===== src/core/cad_pkg.sv =====
package cad_pkg;

  localparam int unsigned PROG_AW = 16;
  localparam int unsigned WORD_W  = 16;
  localparam int unsigned DATA_W  = 8;

  localparam logic [7:0] ADDR_PCL    = 8'h02;
  localparam logic [7:0] ADDR_PCLATH = 8'h03;
  localparam logic [7:0] ADDR_STATUS = 8'h04;
  localparam logic [7:0] ADDR_ACC    = 8'h0A;
  localparam logic [7:0] ADDR_PRODL  = 8'h18;
  localparam logic [7:0] ADDR_PRODH  = 8'h19;
  localparam logic [7:0] ADDR_MODE   = 8'h1A;

  localparam int unsigned FLAG_C  = 0;
  localparam int unsigned FLAG_NIBBLE = 1;
  localparam int unsigned FLAG_Z      = 2;
  localparam int unsigned FLAG_SIGN   = 3;
  localparam int unsigned MODE_LO = 0;
  localparam int unsigned MODE_HI = 1;

  localparam logic [15:0] PC_RST         = 16'h0000;
  localparam logic [15:0] WORD_RST       = 16'h0000;
  localparam logic [7:0]  STATUS_RST     = 8'hF0;
  localparam logic [7:0]  BYTE_RST       = 8'h00;
  localparam logic [15:0] INT_PROG_LIMIT = 16'h1000;

  typedef enum logic [1:0] {
    MODE_MCU  = 2'h0,
    MODE_PMCU = 2'h1,
    MODE_MPU  = 2'h2,
    MODE_EXT  = 2'h3
  } cad_mode_type;

  localparam cad_mode_type MODE_RST = MODE_MCU;

  typedef enum logic [3:0] {
    OP_ADD  = 4'h0,
    OP_ADDC = 4'h1,
    OP_SUB  = 4'h2,
    OP_SUBB = 4'h3,
    OP_AND  = 4'h4,
    OP_IOR  = 4'h5,
    OP_XOR  = 4'h6,
    OP_COMF = 4'h7,
    OP_RLC  = 4'h8,
    OP_RRC  = 4'h9,
    OP_RLN  = 4'hA,
    OP_RRN  = 4'hB,
    OP_MOVE = 4'hC,
    OP_CLR  = 4'hD,
    OP_MUL  = 4'hE,
    OP_SWAP = 4'hF
  } cad_op_type;

endpackage


===== src/core/cad_multiplier.sv =====
`timescale 1ns/100ps
module cad_multiplier (
  input  wire logic [7:0]  multA,
  input  wire logic [7:0]  multB,
  output logic      [15:0] product
);

  // shift-add array, settles within one cycle
  always_comb begin
    product = 16'h0000;
    for (int i = 0; i < 8; i++) begin
      if (multB[i]) begin
        product = product + ({8'h00, multA} << i);
      end
    end
  end

endmodule


===== src/core/cad_datapath.sv =====
`timescale 1ns/100ps
module cad_datapath #(
  parameter logic MULT_FITTED = 1'b1
) (
  input  wire logic                         clock,
  input  wire logic                         sys_rst,
  output logic      [cad_pkg::PROG_AW-1:0]  progAddr,
  input  wire logic [cad_pkg::WORD_W-1:0]   progData,
  output logic                              progExternal,
  output logic                              codeProtect,
  output logic      [cad_pkg::WORD_W-1:0]   instrWord,
  output logic                              instrValid,
  input  wire logic                         branchTake,
  input  wire logic [cad_pkg::PROG_AW-1:0]  branchTarget,
  input  wire logic                         stallReq,
  input  wire logic                         exeValid,
  input  wire cad_pkg::cad_op_type          exeOp,
  input  wire logic                         exeToFile,
  input  wire logic [cad_pkg::DATA_W-1:0]   fileData,
  output logic      [cad_pkg::DATA_W-1:0]   fileWrData,
  output logic                              fileWrite,
  input  wire logic [7:0]                   regAddr,
  input  wire logic [cad_pkg::DATA_W-1:0]   regWrData,
  input  wire logic                         regWrite,
  input  wire logic                         regRead,
  output logic      [cad_pkg::DATA_W-1:0]   regRdData
);
  import cad_pkg::*;

  // add, subtract, shift, logic
  // {sign, zero, nibble, carry, result}
  function automatic logic [11:0] aluCalc(
    input cad_op_type op,
    input logic [7:0] f,
    input logic [7:0] w,
    input logic       cin
  );
    logic [8:0] sum;
    logic [4:0] nib;
    logic [7:0] b;
    logic [7:0] res;
    logic       ci;
    logic       c;
    logic       hc;
    logic       sc;
    sum = 9'h000;
    nib = 5'h00;
    b   = w;
    res = 8'h00;
    ci  = 1'b0;
    c   = cin;
    hc  = 1'b0;
    sc  = 1'b0;
    case (op)
      OP_ADD, OP_ADDC, OP_SUB, OP_SUBB: begin
        // subtract as f + ~w + 1, so carry reads as not-borrow
        b   = (op == OP_SUB || op == OP_SUBB) ? ~w : w;
        ci  = (op == OP_SUB) ? 1'b1 : ((op == OP_ADD) ? 1'b0 : cin);
        nib = {1'b0, f[3:0]} + {1'b0, b[3:0]} + {4'h0, ci};
        sum = {1'b0, f} + {1'b0, b} + {8'h00, ci};
        res = sum[7:0];
        c   = sum[8];
        hc  = nib[4];
        sc  = sum[8] ^ (f[7] ^ b[7] ^ sum[7]);
      end
      OP_AND:  res = f & w;
      OP_IOR:  res = f | w;
      OP_XOR:  res = f ^ w;
      OP_COMF: res = ~f;
      OP_RLC: begin
        res = {f[6:0], cin};
        c   = f[7];
      end
      OP_RRC: begin
        res = {cin, f[7:1]};
        c   = f[0];
      end
      OP_RLN:  res = {f[6:0], f[7]};
      OP_RRN:  res = {f[0], f[7:1]};
      OP_MOVE: res = f;
      OP_SWAP: res = {f[3:0], f[7:4]};
      default: res = 8'h00;
    endcase
    return {sc, (res == 8'h00), hc, c, res};
  endfunction

  // which of {sign, zero, nibble, carry} an operation writes
  function automatic logic [3:0] flagMask(input cad_op_type op);
    case (op)
      OP_ADD, OP_ADDC, OP_SUB, OP_SUBB:         return 4'hF;
      OP_AND, OP_IOR, OP_XOR, OP_COMF, OP_CLR: return 4'h4;
      OP_RLC, OP_RRC:                          return 4'h1;
      default:                                 return 4'h0;
    endcase
  endfunction

  function automatic logic fetchExt(input cad_mode_type m, input logic [15:0] a);
    case (m)
      MODE_MPU: return 1'b1;
      MODE_EXT: return (a >= INT_PROG_LIMIT);
      default:  return 1'b0;
    endcase
  endfunction

  logic [15:0]  nextPc;
  logic         pclWrite;
  logic [7:0]   pclath;
  logic [7:0]   acc;
  logic [7:0]   status;
  logic [7:0]   prodLo;
  logic [7:0]   prodHi;
  cad_mode_type modeSel;
  logic [11:0]  aluOut;
  logic [7:0]   aluRes;
  logic [3:0]   aluMask;
  logic [15:0]  multProduct;
  logic         multDo;
  logic         accAluWr;
  logic         fileA7;
  logic         accW7;

  assign pclWrite = regWrite && (regAddr == ADDR_PCL);
  assign aluOut   = aluCalc(exeOp, fileData, acc, status[FLAG_C]);
  assign aluRes   = aluOut[7:0];
  assign aluMask  = exeValid ? flagMask(exeOp) : 4'h0;
  assign multDo   = exeValid && (exeOp == OP_MUL) && MULT_FITTED;
  assign accAluWr = exeValid && !exeToFile && (exeOp != OP_MUL);
  assign fileA7   = fileData[7];
  assign accW7    = acc[7];

  cad_multiplier u_mult (
    .multA   (fileData),
    .multB   (acc),
    .product (multProduct)
  );

  always_comb begin
    nextPc = progAddr + 16'h0001;
    if (branchTake) begin
      nextPc = branchTarget;
    end else if (pclWrite) begin
      nextPc = {pclath, regWrData};
    end else if (stallReq) begin
      nextPc = progAddr;
    end
  end

  always_ff @(posedge clock) begin
    if (sys_rst) begin
      progAddr   <= PC_RST;
      instrWord  <= WORD_RST;
      instrValid <= 1'b0;
    end else begin
      progAddr <= nextPc;
      if (branchTake || pclWrite || stallReq) begin
        instrValid <= 1'b0;
      end else begin
        instrWord  <= progData;
        instrValid <= 1'b1;
      end
    end
  end

  always_ff @(posedge clock) begin
    if (sys_rst) begin
      progExternal <= 1'b0;
      codeProtect  <= 1'b0;
    end else begin
      progExternal <= fetchExt(modeSel, nextPc);
      codeProtect  <= (modeSel == MODE_PMCU);
    end
  end

  always_ff @(posedge clock) begin
    if (sys_rst) begin
      modeSel <= MODE_RST;
    end else if (regWrite && regAddr == ADDR_MODE) begin
      modeSel <= cad_mode_type'(regWrData[MODE_HI:MODE_LO]);
    end
  end

  always_ff @(posedge clock) begin
    if (sys_rst) begin
      pclath <= BYTE_RST;
    end else if (regWrite && regAddr == ADDR_PCLATH) begin
      pclath <= regWrData;
    end
  end

  always_ff @(posedge clock) begin
    if (sys_rst) begin
      acc <= BYTE_RST;
    end else if (accAluWr) begin
      acc <= aluRes;
    end else if (regWrite && regAddr == ADDR_ACC) begin
      acc <= regWrData;
    end
  end

  always_ff @(posedge clock) begin
    if (sys_rst) begin
      fileWrData <= BYTE_RST;
      fileWrite  <= 1'b0;
    end else begin
      fileWrite <= exeValid && exeToFile && (exeOp != OP_MUL);
      if (exeValid) begin
        fileWrData <= aluRes;
      end
    end
  end

  always_ff @(posedge clock) begin
    if (sys_rst) begin
      status <= STATUS_RST;
    end else begin
      // flag bits: execute wins over a same-cycle bus write
      for (int i = 0; i < 4; i++) begin
        if (aluMask[i]) begin
          status[i] <= aluOut[8+i];
        end else if (regWrite && regAddr == ADDR_STATUS) begin
          status[i] <= regWrData[i];
        end
      end
      if (regWrite && regAddr == ADDR_STATUS) begin
        status[7:4] <= regWrData[7:4];
      end
    end
  end

  always_ff @(posedge clock) begin
    if (sys_rst) begin
      prodLo <= BYTE_RST;
      prodHi <= BYTE_RST;
    end else if (multDo) begin
      prodLo <= multProduct[7:0];
      prodHi <= multProduct[15:8];
    end else begin
      if (regWrite && regAddr == ADDR_PRODL) begin
        prodLo <= regWrData;
      end
      if (regWrite && regAddr == ADDR_PRODH) begin
        prodHi <= regWrData;
      end
    end
  end

  // core registers readable in data space
  always_ff @(posedge clock) begin
    if (sys_rst) begin
      regRdData <= BYTE_RST;
    end else if (regRead) begin
      case (regAddr)
        ADDR_PCL:    regRdData <= progAddr[7:0];
        ADDR_PCLATH: regRdData <= pclath;
        ADDR_STATUS: regRdData <= status;
        ADDR_ACC:    regRdData <= acc;
        ADDR_PRODL:  regRdData <= prodLo;
        ADDR_PRODH:  regRdData <= prodHi;
        ADDR_MODE:   regRdData <= {6'h00, modeSel};
        default:     regRdData <= BYTE_RST;
      endcase
    end else begin
      regRdData <= BYTE_RST;
    end
  end

  a_fetch_advance: assert property (
    @(posedge clock) disable iff (sys_rst)
    (!sys_rst && !branchTake && !pclWrite && !stallReq)
      |=> (progAddr == $past(progAddr) + 16'h0001) && instrValid
          && (instrWord == $past(progData))
  ) else $error("fetch did not advance by one word");

  a_branch_bubble: assert property (
    @(posedge clock) disable iff (sys_rst)
    branchTake |=> !instrValid && (progAddr == $past(branchTarget))
  ) else $error("branch did not insert a bubble");

  a_stall_hold: assert property (
    @(posedge clock) disable iff (sys_rst)
    (stallReq && !branchTake && !pclWrite)
      |=> !instrValid && $stable(progAddr) && $stable(instrWord)
  ) else $error("stall did not hold the fetch");

  a_ext_no_protect: assert property (
    @(posedge clock) disable iff (sys_rst)
    (modeSel == MODE_EXT) |=> !codeProtect
  ) else $error("protection active in extended mode");

  a_mpu_fetch_ext: assert property (
    @(posedge clock) disable iff (sys_rst)
    (modeSel == MODE_MPU) |=> progExternal
  ) else $error("external-only mode fetched internally");

  a_read_word: assert property (
    @(posedge clock) disable iff (sys_rst)
    (regRead && regAddr == ADDR_ACC) |=> (regRdData == $past(acc))
  ) else $error("accumulator read back wrong");

  a_move_keeps_w: assert property (
    @(posedge clock) disable iff (sys_rst)
    (exeValid && exeToFile && !(regWrite && regAddr == ADDR_ACC))
      |=> $stable(acc) && (fileWrite == ($past(exeOp) != OP_MUL))
  ) else $error("file destination disturbed accumulator");

  a_logic_and: assert property (
    @(posedge clock) disable iff (sys_rst)
    (exeValid && exeOp == OP_AND)
      |=> (fileWrData == ($past(fileData) & $past(acc)))
  ) else $error("logical and result wrong");

  a_add_unsigned: assert property (
    @(posedge clock) disable iff (sys_rst)
    (exeValid && exeOp == OP_ADD)
      |=> ({status[FLAG_C], fileWrData} == 9'($past(fileData)) + 9'($past(acc)))
  ) else $error("unsigned add wrong");

  a_acc_alu: assert property (
    @(posedge clock) disable iff (sys_rst)
    accAluWr |=> (acc == $past(aluRes))
  ) else $error("accumulator missed alu result");

  a_zero_flag: assert property (
    @(posedge clock) disable iff (sys_rst)
    aluMask[FLAG_Z] |=> (status[FLAG_Z] == (fileWrData == 8'h00))
  ) else $error("zero flag wrong");

  a_sub_borrow: assert property (
    @(posedge clock) disable iff (sys_rst)
    (exeValid && exeOp == OP_SUB)
      |=> (status[FLAG_C] == ($past(fileData) >= $past(acc)))
  ) else $error("subtract borrow wrong");

  a_sign_change: assert property (
    @(posedge clock) disable iff (sys_rst)
    (exeValid && exeOp == OP_ADD)
      |=> (status[FLAG_SIGN] ==
           (status[FLAG_C] ^ $past(fileA7) ^ $past(accW7) ^ fileWrData[7]))
  ) else $error("sign change flag wrong");

  a_flags_kept: assert property (
    @(posedge clock) disable iff (sys_rst)
    (exeValid && exeOp == OP_MOVE && !regWrite) |=> $stable(status)
  ) else $error("move changed status flags");

  a_product: assert property (
    @(posedge clock) disable iff (sys_rst)
    multDo |=> ({prodHi, prodLo} == 16'($past(fileData)) * 16'($past(acc)))
  ) else $error("product wrong");

endmodule


===== config.mk =====
export PLATFORM = sky130hd
export DESIGN_NAME = cad_datapath
export DESIGN_NICKNAME = d
export VERILOG_FILES = /design/src/core/cad_pkg.sv /design/src/core/cad_multiplier.sv /design/src/core/cad_datapath.sv
export SDC_FILE = /design/constraint.sdc
export NUM_CORES = 1
export LEC_CHECK = 0
export ABC_AREA = 1
export ABC_CLOCK_PERIOD_IN_PS = 10300
export BUFFER_PORTS_ARGS = -buffer_cell sky130_fd_sc_hd__buf_2
export CAP_MARGIN = 10
export CORE_AREA = 4 4 163 165
export DETAILED_ROUTE_END_ITERATION = 16
export DIE_AREA = 0 0 167 169
export GPL_ROUTABILITY_DRIVEN = 0
export PLACE_DENSITY = 0.5
export SETUP_SLACK_MARGIN = 0.05
export SLEW_MARGIN = 20
export SYNTH_ARGS = -nofsm -noshare
export SYNTH_HDL_FRONTEND = slang
export SYNTH_SLANG_ARGS = --single-unit

===== constraint.sdc =====
create_clock -name clock -period 10.3 [get_ports clock]
set_input_delay 1.545 -clock clock [delete_from_list [all_inputs] [get_ports clock]]
set_output_delay 1.545 -clock clock [all_outputs]
set_load 0.1 [all_outputs]

# After elaboration in Yosys (flattened, before gate mapping)
# Memories as Yosys holds them, arrays and structs flattened.
# Cells that the tools add are included.
# totals
mem_bits_ro	64
mem_count	1
out_inout_bits	52
wordCells	131
regBits	94
# memory_table
memory	depth	width	read_ports	rd_clocked_by_memory_dff	write_ports	line	source
(name not given)	16	4	1	0	0	cad_datapath.sv:89	case (op)
# op_classes
n_reduce_logical	28
eq_ne	26
magnitude_cmp	1
mux	36
add_sub_neg	12
n_bitwise	9
# ops
operator	count
16-bit two-way mux	10
8-bit one-hot mux with 11 select lines	1
8-bit two-way mux	8
8-bit one-hot mux with 7 select lines	1
4-bit equality test, second input constant	7
8-bit by 5-bit equality test with 1-bit output, second input constant	3
16-bit by 1-bit adder with 16-bit output, second input constant	1
16-bit by 10-bit adder with 16-bit output	1
16-bit by 11-bit adder with 16-bit output	1
16-bit by 12-bit adder with 16-bit output	1
16-bit by 13-bit adder with 16-bit output	1
16-bit by 14-bit adder with 16-bit output	1
16-bit by 15-bit adder with 16-bit output	1
16-bit by 9-bit adder with 16-bit output	1
4-bit by 3-bit equality test with 1-bit output, second input constant	4
8-bit by 2-bit equality test with 1-bit output, second input constant	2
16-bit by 13-bit greater-or-equal comparator with 1-bit output, second input constant	1
8-bit inverter	2
2-bit nonzero test	7
1-bit two-way mux	13
1-bit logical AND	12
8-bit by 8-bit adder with 9-bit output	1
9-bit by 1-bit adder with 9-bit output	1
8-bit bitwise AND	1
24 further kinds	30

# Logic depth before layout (Yosys ltp)
# Gate-level depths: netlist (run 1).
# depth
ltp_word	16
ltp_mapped	56
ltp_nobuf	55

# Modules after synthesis
# From an unflattened synthesis (run 1), not the netlist that was laid out.
# hier_totals
cells_unflattened	1442
area_unflattened_um2	9102.5
# modules_own_cells
mod	cells_each	n_inst	area_each_um2	seq_area_each_um2
cad_datapath	907	1	5905.7	1881.8
cad_multiplier	535	1	3196.8	0.0

# Least setup slack after synthesis (run 1)
# OpenSTA, ideal clock, no wires.
# synth_timing
kind	input-to-reg
from	in fileData[1] (netlist bit)
to	reg prodHi[6]
setup_slack_ps	1323
required_time_ps	10178
stages	52
setup_time_ps	122
t_arrival_ps	8856
cell_sequence	buf_2 inv_1 nand2_1 and2_1 ha_1 inv_1 nand2_1 nand3_1 nand3_1 xor2_1 o21ai_2 ha_1 a21o_1 a31oi_1 xor2_1 nand2_1 nand2_1 inv_1 (+16 left out) a21oi_1 xor2_1 or2_2 o21a_1 inv_1 ha_1 a21oi_1 xor2_1 nand2_1 and2_1 ha_1 a21oi_1 nor2_1 o21ai_0 nand2_1 xor2_1 o21ai_0 a21oi_1
# synth_via
elab_chain_cells	16
# synth_lines
element	line	source
start: declaration	cad_datapath.sv:19	input wire logic [cad_pkg::DATA_W-1:0] fileData,
8-bit two-way mux	cad_multiplier.sv:12	if (multB[i]) begin
16-bit by 9-bit adder with 16-bit output	cad_multiplier.sv:13	product = product + ({8'h00, multA} << i);
16-bit two-way mux	cad_multiplier.sv:12	
16-bit by 10-bit adder with 16-bit output	cad_multiplier.sv:13	
16-bit two-way mux	cad_multiplier.sv:12	
16-bit by 11-bit adder with 16-bit output	cad_multiplier.sv:13	
16-bit two-way mux	cad_multiplier.sv:12	
16-bit by 12-bit adder with 16-bit output	cad_multiplier.sv:13	
16-bit two-way mux	cad_multiplier.sv:12	
16-bit by 13-bit adder with 16-bit output	cad_multiplier.sv:13	
16-bit two-way mux	cad_multiplier.sv:12	
16-bit by 14-bit adder with 16-bit output	cad_multiplier.sv:13	
16-bit two-way mux	cad_multiplier.sv:12	
16-bit by 15-bit adder with 16-bit output	cad_multiplier.sv:13	
16-bit two-way mux (*)	cad_multiplier.sv:12	
8-bit two-way mux (*)	cad_datapath.sv:234	end else if (multDo) begin
end signal: assignment	cad_datapath.sv:236	prodHi <= multProduct[15:8];
end signal: assignment	cad_datapath.sv:242	prodHi <= regWrData;
end: declaration	cad_datapath.sv:111	logic [7:0] prodHi;
# Mark *: on every way between the ends. The rest lies on a longest branch, timed or not.
# A chain may end at the register's enable or synchronous reset.

# Final worst setup path (run 1)
# layout_timing
from	in fileData[2] (netlist bit)
to	reg prodHi[7]
# Same word-level chain as after synthesis.

==> results.txt, run 1 <==
----------------------------------------------------
[Run status]
  Status ... completed

[Cells and area]
  Final Non-Filler Cells ... 1744
  Post-layout instance area ... 9880 sq um
  Fill cell instance count of the final layout ... 2820
  FF/Latch Area ... 1880 sq um
  Count of nets after finishing ... 1567
  Number of antenna diodes ... 0
  Fraction of layout instances using a drive strength above 1 ... 15.4%
  Synthesis-to-layout area growth ... 13.6%
  Commonest non-fill, non-tap cells in the layout ... 268 x nand2_1, 174 x inv_1, 123 x nor2_1
  Most common library cell in the layout ignoring fill and taps ... nand2_1
  Multi-input logic area ... 5930 sq um

[Yosys]
  Number of enable-type register cells in the synthesized netlist ... 0
  Cell area after synthesis ... 8700 sq um
  Syn Inst Count ... 1309
  Sequential fraction of the synthesis area ... 21.6%
  Unique masters post-synth ... 58
  Average cell area after synthesis ... 6.64 sq um
  Warning count from the yosys run ... 0
  Post-synth ARST share ... 0%
  Top_reg_cell synth ... dfxtp_1
  Flip-flop and latch count after synthesis ... 94
  Syn nets ... between 1000 and 1500

[Critical path]
  Cell type with the highest occurrence count on the critical path ... nand2_1
  Library cell contributing the largest single delay on the critical path ... ha_1
  Type of element capturing the critical path ... flip-flop
  Startpoint Class ... primary input
  Crit Path Max Fanout ... 14
  Req. time, crit path ... between 10000 and 15000 ps
  Worst path max stage delay ... 330 ps
  Worst Path Arrival ... about 9500 ps
  Crit Path Category ... in -> reg

[Clock tree]
  Number of levels in the clock H-tree ... 3
  Clk sink count ... between 90 and 100
  Reg clk slew, reported paths ... roughly 70 ps
  Number of buffers inserted during clock tree synthesis ... 9
  Clock tree root driver cell ... clkbuf_16
  Clock Tree Buf Depth ... 2
  TritonCTS clock tree ... done
  Latest clock arrival within the worst-skew pair ... ~360 ps
  Hold-fix buffer count after cts ... 0

[Detailed routing]
  Routed wire length per instance ... 16.5 microns
  Vias after detailed routing ... 8839
  Met3 Routed Length ... 1.07 mm
  Number of detailed-route iterations in the first pass ... 5
  Routed metal-1 wire length ... approximately 14 mm
  Uppermost metal layer occupied by signal nets ... met4
  # DRC ... 0
  Total wirelength of the detailed-routed design ... 28.7 mm
  Detailed router's first-iteration violation count ... 595
  DRT antenna net count ... 0
  Via density per instance ... ~5
  Wire length on met2 ... 13.1 mm

[Floorplan]
  Height of the chip ... 169 microns
  Total die area ... 28200 sq um
  Number of primary I/O pins ... 120
  Overall die width ... 167 microns
  Row count ... 58
  Effective utilization at floorplan ... 34.7%
  Area of the core ... 25000 sq um

[Pwr]
  Power density over the cells ... 118 nW/um^2
  Leak pwr ... 4.95 nW
  Largest voltage drop on the vdd net ... 0.000102 V
  Post-layout total power ... 1.17 mW

[GRT]
  Number of global-route vias before repair ... 8513
  Largest net degree at the start of global routing ... between 50 and 60
  Number of antenna violations at the first check in global routing ... 0
  Overall Global Routing Usage ... 20.2%
  Global-route wire length before repair ... 46.7 mm
  Remaining global-route overflow ... 0

[Worst hold path]
  Min-Delay Path Class ... reg -> reg

[Run]
  Max-Cap Viols ... 0

[Timing]
  Final number of hold-violating endpoints ... 0
  Worst max-slew margin expressed relative to the limit ... 52.6%
  Post-route clock skew ... 10.7 ps
  Final critical-path share of the clock period ... 89.7%
  Final setup vio count ... 0
  Max Transition Viols Final ... 0
  Setup TNS ... 0 ps
  Fmax ... between 100 and 150 MHz
  Setup repair after global routing missed its margin ... false
  Tightest Pin Transition ... 710 ps
  Final period demand of the worst path ... 9240 ps

[Placed design]
  DP Cell Count ... 1728
  Dpl hpwl ... roughly 22 mm
  Post-Place Cell Area ... about 9600 sq um
  Count of port buffers added during placement ... 119

----------------------------------------------------
==> sequential cells by signal (all words and copies together) (netlist names) <==
| register | count |
|---|---|
| acc | 8 |
| codeProtect | 1 |
| fileWrData | 8 |
| fileWrite | 1 |
| instrValid | 1 |
| instrWord | 16 |
| modeSel | 2 |
| pclath | 8 |
| prodHi | 8 |
| prodLo | 8 |
| progAddr | 16 |
| progExternal | 1 |
| regRdData | 8 |
| status | 8 |
==> final cells by class <==
class,instances,area share (%)
sequential,94,19.0
tap,330,4.18
inverter,187,7.13
clock buffer,9,2.28
clock inverter,7,0.887
multi-input combinational,993,60.0
timing repair buffer,124,6.43
==> per-stage QoR <==
step / setup WS, ps / hold slack (ps) / util, %
global placement: 771 / 450 / 38.2
global route: 124 / 482 / 39.5
finish: 1060 / 469 / 39.5
detailed placement: 542 / 458 / 38.2
floorplan: 1320 / 422 / -
CTS: 899 / 467 / 39.5
==> cell families (layout without fill, tap and decap cells) <==
logic type	count (synthesis)	in the layout	share of synthesized area, %
AND/OR/NAND/NOR	553	553	29.7
AO/OA/AOI/OAI	306	306	20.4
buffers and inverters	222	327	10.2
XOR/XNOR	44	44	4.43
flip-flops	94	94	21.6
adder cells (fa/ha/maj)	90	90	13.6
==> final timing paths <==
| path | end | slack (ps) | cells past startpoint | start |
|---|---|---|---|---|
| worst min-delay path | prodLo[0]$_SDFFE_PP0P_ | 470 | 2 | prodLo[0]$_SDFFE_PP0P_ |
| worst min register to register | prodLo[0]$_SDFFE_PP0P_ | 470 | 2 | prodLo[0]$_SDFFE_PP0P_ |
| worst max register to register | prodHi[7]$_SDFFE_PP0P_ | 1860 | 51 | acc[0]$_SDFFE_PP0P_ |
| worst max-delay path | prodHi[7]$_SDFFE_PP0P_ | 1060 | 52 | fileData[2] |
==> synth_stat cells, types with 11 or more instances <==
library cell / instances / area [sq um]
dfxtp_1: 94 / 1880
clkbuf_1: 19 / 71.3
ha_1: 82 / 1030
nand3_1: 65 / 325
xor2_1: 37 / 324
inv_1: 174 / 653
nand3_2: 22 / 220
nand2_1: 268 / 1010
nor3_1: 11 / 55.1
nor2_1: 123 / 462
o22ai_1: 24 / 150
a21oi_1: 88 / 440
o21ai_0: 118 / 591
==> critical path: cells and delay by family <==
| family | cells | cell delay, ps |
|---|---|---|
| compound gates | 14 | 2130 |
| xor+xnor | 4 | 600 |
| fa+ha+maj | 7 | 1960 |
| buf+inv | 5 | 510 |
| simple gates | 22 | 2780 |
==> power breakdown <==
group | internal [mW] | leakage, nW | switching [mW]
logic | 0.124 | 4.03 | 0.291
registers | 0.379 | 0.768 | 0.0167
clock network | 0.194 | 0.154 | 0.162
==> timing repair <==
action,4_1_cts,5_1_grt
setup endpoints to repair,0,3
setup buffers,0,0
gates resized for setup,0,2
==> per-layer routing <==
| layer | up-vias | GRT usage [%] |
|---|---|---|
| met1 | 4056 | 28.1 |
| li1 | 4568 | - |
| met5 | - | 0 |
| met3 | 33 | 2.24 |
| met4 | 0 | 5.44 |
| met2 | 182 | 33.3 |
Note: power is estimated with default switching activity, not from simulation.
==> run 2, diff against run 1 <==
--- a/config.mk
+++ b/config.mk
@@ -9,11 +9,11 @@
 export ABC_CLOCK_PERIOD_IN_PS = 10300
 export BUFFER_PORTS_ARGS = -buffer_cell sky130_fd_sc_hd__buf_2
 export CAP_MARGIN = 10
-export CORE_AREA = 4 4 163 165
+export CORE_AREA = 4 4 209 130
 export DETAILED_ROUTE_END_ITERATION = 16
-export DIE_AREA = 0 0 167 169
+export DIE_AREA = 0 0 213 134
 export GPL_ROUTABILITY_DRIVEN = 0
-export PLACE_DENSITY = 0.5
+export PLACE_DENSITY = 0.49
 export SETUP_SLACK_MARGIN = 0.05
 export SLEW_MARGIN = 20
 export SYNTH_ARGS = -nofsm -noshare
==> run 2 against run 1 <==
  * Sequential power hardly changed
  * First-iteration DRC count rose by 36%
  * Non-clock buffer count increased by 1
  * Worst setup slack worse by 140 ps
  * Global-route usage is 1.3 points higher
  * Critical path depth stayed put
  * Sequential share of layout area about the same
  * Critical endpoint unchanged
  * Largest cell class unchanged
  * Largest power group unchanged
==> results.txt, run 2 (synthesis gave the netlist of run 1 again) <==
----------------------------------------------------
[Floorplan]
  Overall die width ... 213 microns (+28%)
  Row count ... 45 (-22%)
  Area of the core ... 25100 sq um (about the same)
  Effective utilization at floorplan ... 34.7% (about the same)
  Total die area ... 28500 sq um (+1.1%)
  Number of primary I/O pins ... 120 (unchanged)
  Height of the chip ... 134 microns (-21%)

[Clock tree]
  Clock tree root driver cell ... clkbuf_16
  TritonCTS clock tree ... done
  Reg clk slew, reported paths ... 70 ps (about the same)
  Setup Fix Bufs, Post-CTS ... 0 (unchanged)
  Latest clock arrival within the worst-skew pair ... 350 ps (about the same)
  Clk sink count ... 94 (unchanged)
  Clock Tree Buf Depth ... 2 (unchanged)
  Number of buffers inserted during clock tree synthesis ... 9 (unchanged)
  Number of levels in the clock H-tree ... 3 (unchanged)

[GRT]
  Remaining global-route overflow ... 0 (unchanged)
  Global-route wire length before repair ... 48.3 mm (+3.5%)
  Number of antenna violations at the first check in global routing ... 1 (+1)
  Global Route met3 Usage ... 5.05% (+2.8 points)
  GR Layer Usage met1 ... 36.3% (+8.2 points)
  GRT Max-Usage Layer ... met1
  Number of global-route vias before repair ... 8292 (-2.6%)
  Largest net degree at the start of global routing ... 36 (-36%)
  Overall Global Routing Usage ... 21.5% (+1.3 points)
  Fraction of met2 tracks used by global routing ... 27.3% (-5.9 points)

[Pwr]
  Power density over the cells ... 120 nW/um^2 (+1.9%)
  Part of the power in registers ... 33.3% (-0.6 points)
  Switching power total ... 0.467 mW (-0.81%)
  Leak pwr ... 4.95 nW (about the same)
  Internal power summed over all cells ... 0.724 mW (+3.9%)
  Part of the power in combinational logic ... 35.7% (about the same)
  Share of total power in the clock network ... 31.0% (+0.5 points)
  Sw frac ... 39.2% (-1.1 points)
  Largest voltage drop on the vdd net ... 0.0000813 V (-20%)

[Cells and area]
  Registers with the highest flip-flop counts ... instrWord (16), progAddr (16)
  Fill cell instance count of the final layout ... 2705 (-4.1%)
  Number of antenna diodes ... 0 (unchanged)
  Fraction of layout instances using a drive strength above 1 ... 15.3% (-0.15 points)
  Post-layout instance area ... 9890 sq um (+0.11%)
  Most common library cell in the layout ignoring fill and taps ... nand2_1
  Count of nets after finishing ... 1568 (+0.064%)
  Util after Layout ... 39.5% (about the same)
  Synthesis-to-layout area growth ... 13.7%
  Multi-input logic area ... 5930 sq um (unchanged)
  Commonest non-fill, non-tap cells in the layout ... 268 x nand2_1, 174 x inv_1, 123 x nor2_1
  FF/Latch Area ... 1880 sq um (unchanged)

[Detailed routing]
  Vias after detailed routing ... 8957 (+1.3%)
  Via density per instance ... 5.14 (+1.3%)
  DRT antenna net count ... 0 (unchanged)
  Routed wire length per instance ... 17.7 microns (+7.4%)
  Detailed router's first-iteration violation count ... 808 (+36%)
  Total wirelength of the detailed-routed design ... 30.9 mm (+7.4%)
  Number of detailed-route iterations in the first pass ... 6 (+1)
  # DRC ... 0 (unchanged)

[Timing]
  Final period demand of the worst path ... 9370 ps (+136 ps)
  Final number of hold-violating endpoints ... 0 (unchanged)
  Setup TNS ... 0 ps (unchanged)
  Setup repair after global routing missed its margin ... false
  Final critical-path share of the clock period ... 91.0% (+1.3 points)
  Worst max-slew margin expressed relative to the limit ... 42.0% (-11 points)
  Max Transition Viols Final ... 0 (unchanged)
  Post-route clock skew ... 9.15 ps (-1.57 ps)
  Fmax ... 107 MHz (-1.5%)
  Tightest Pin Transition ... 864 ps (+154 ps)
  Setup ws final ... 925 ps (-136 ps)
  Hold slack ... 460 ps (-9.45 ps)
  Final setup vio count ... 0 (unchanged)

[Critical path]
  Crit Path Category ... in -> reg
  Number of cell instances on the worst register-to-register path ... 51 (unchanged)
  Type of element capturing the critical path ... flip-flop
  CP delay by family, top ... simple AND/OR/NAND/NOR gates
  Library cell contributing the largest single delay on the critical path ... ha_1
  Crit Path Max Fanout ... 14 (unchanged)
  Worst path max stage delay ... 330 ps (about the same)
  Logic depth of the worst setup path including buffers ... 52 (unchanged)
  Worst Path Arrival ... 9650 ps (+130 ps)
  Req. time, crit path ... 10580 ps (about the same)
  Startpoint Class ... primary input
  Count of buffering cells on the critical path with inverters included ... 5 (unchanged)
  Cell type with the highest occurrence count on the critical path ... nand2_1

[Worst hold path]
  Min-Delay Path Class ... reg -> reg
  Min-Delay Path Depth ... 2 (unchanged)

[Placed design]
  Dpl hpwl ... 24.6 mm (+10%)
  Worst slack at placement ... 600 ps (+58.3 ps)
  Post-Place Cell Area ... 9570 sq um (about the same)
  Count of port buffers added during placement ... 119 (unchanged)

[Run status]
  Status ... completed

[Run]
  Max-Cap Viols ... 0 (unchanged)

----------------------------------------------------
-- run 2: final timing paths --
| kind | startpoint | endpoint | slack (ps) |
|---|---|---|---|
| worst max-delay path | fileData[2] | prodHi[7]$_SDFFE_PP0P_ | 930 |
| worst min-delay path | prodLo[2]$_SDFFE_PP0P_ | prodLo[2]$_SDFFE_PP0P_ | 460 |
| worst max register to register | acc[0]$_SDFFE_PP0P_ | prodHi[7]$_SDFFE_PP0P_ | 1720 |
| worst min register to register | prodLo[2]$_SDFFE_PP0P_ | prodLo[2]$_SDFFE_PP0P_ | 460 |
-- run 2: area by class of cell --
type                       instances  share of cell area (%)
clock buffer                      13                    2.53
clock inverter                     3                   0.683
inverter                         187                    7.12
multi-input combinational        993                    60.0
sequential                        94                    19.0
tap                              329                    4.16
timing repair buffer             125                    6.50
-- run 2: repair_timing --
item / in CTS / in global routing
endpoints found under the setup margin: 0 / 1
gates resized for setup: 0 / 1
hold buffers: 0 / 0
-- run 2: power by group through the flow --
stage,clock network (mW),logic (mW),registers [mW]
2_1_floorplan,0,0.238,0.478
3_3_place_gp,0,0.421,0.404
4_1_cts,0.376,0.424,0.396
3_5_place_dp,0,0.422,0.404
5_1_grt,0.394,0.473,0.399
6_report,0.370,0.425,0.397
-- run 2: worst register-to-register path, delay by kind of cell, from the launching register on --
family | cells | cell delay, ps
simple gates | 22 | 2810
compound gates | 14 | 2260
fa+ha+maj | 7 | 1980
flops | 1 | 670
xor+xnor | 4 | 590
buf+inv | 4 | 210
-- run 2: through the flow --
step	power [mW]	cells
after floorplan	0.716	1309
after global placement	0.826	1728
after detailed placement	0.826	1728
after CTS	1.20	1744
after global routing	1.27	1744
final	1.19	1744
-- run 2: metal layers --
metal / share of wire [%] / up-vias
li1: - / 4562
met1: 55 / 4093
met2: 37 / 289
met3: 8.0 / 13
met4: 0.41 / 0
met5: 0 / -
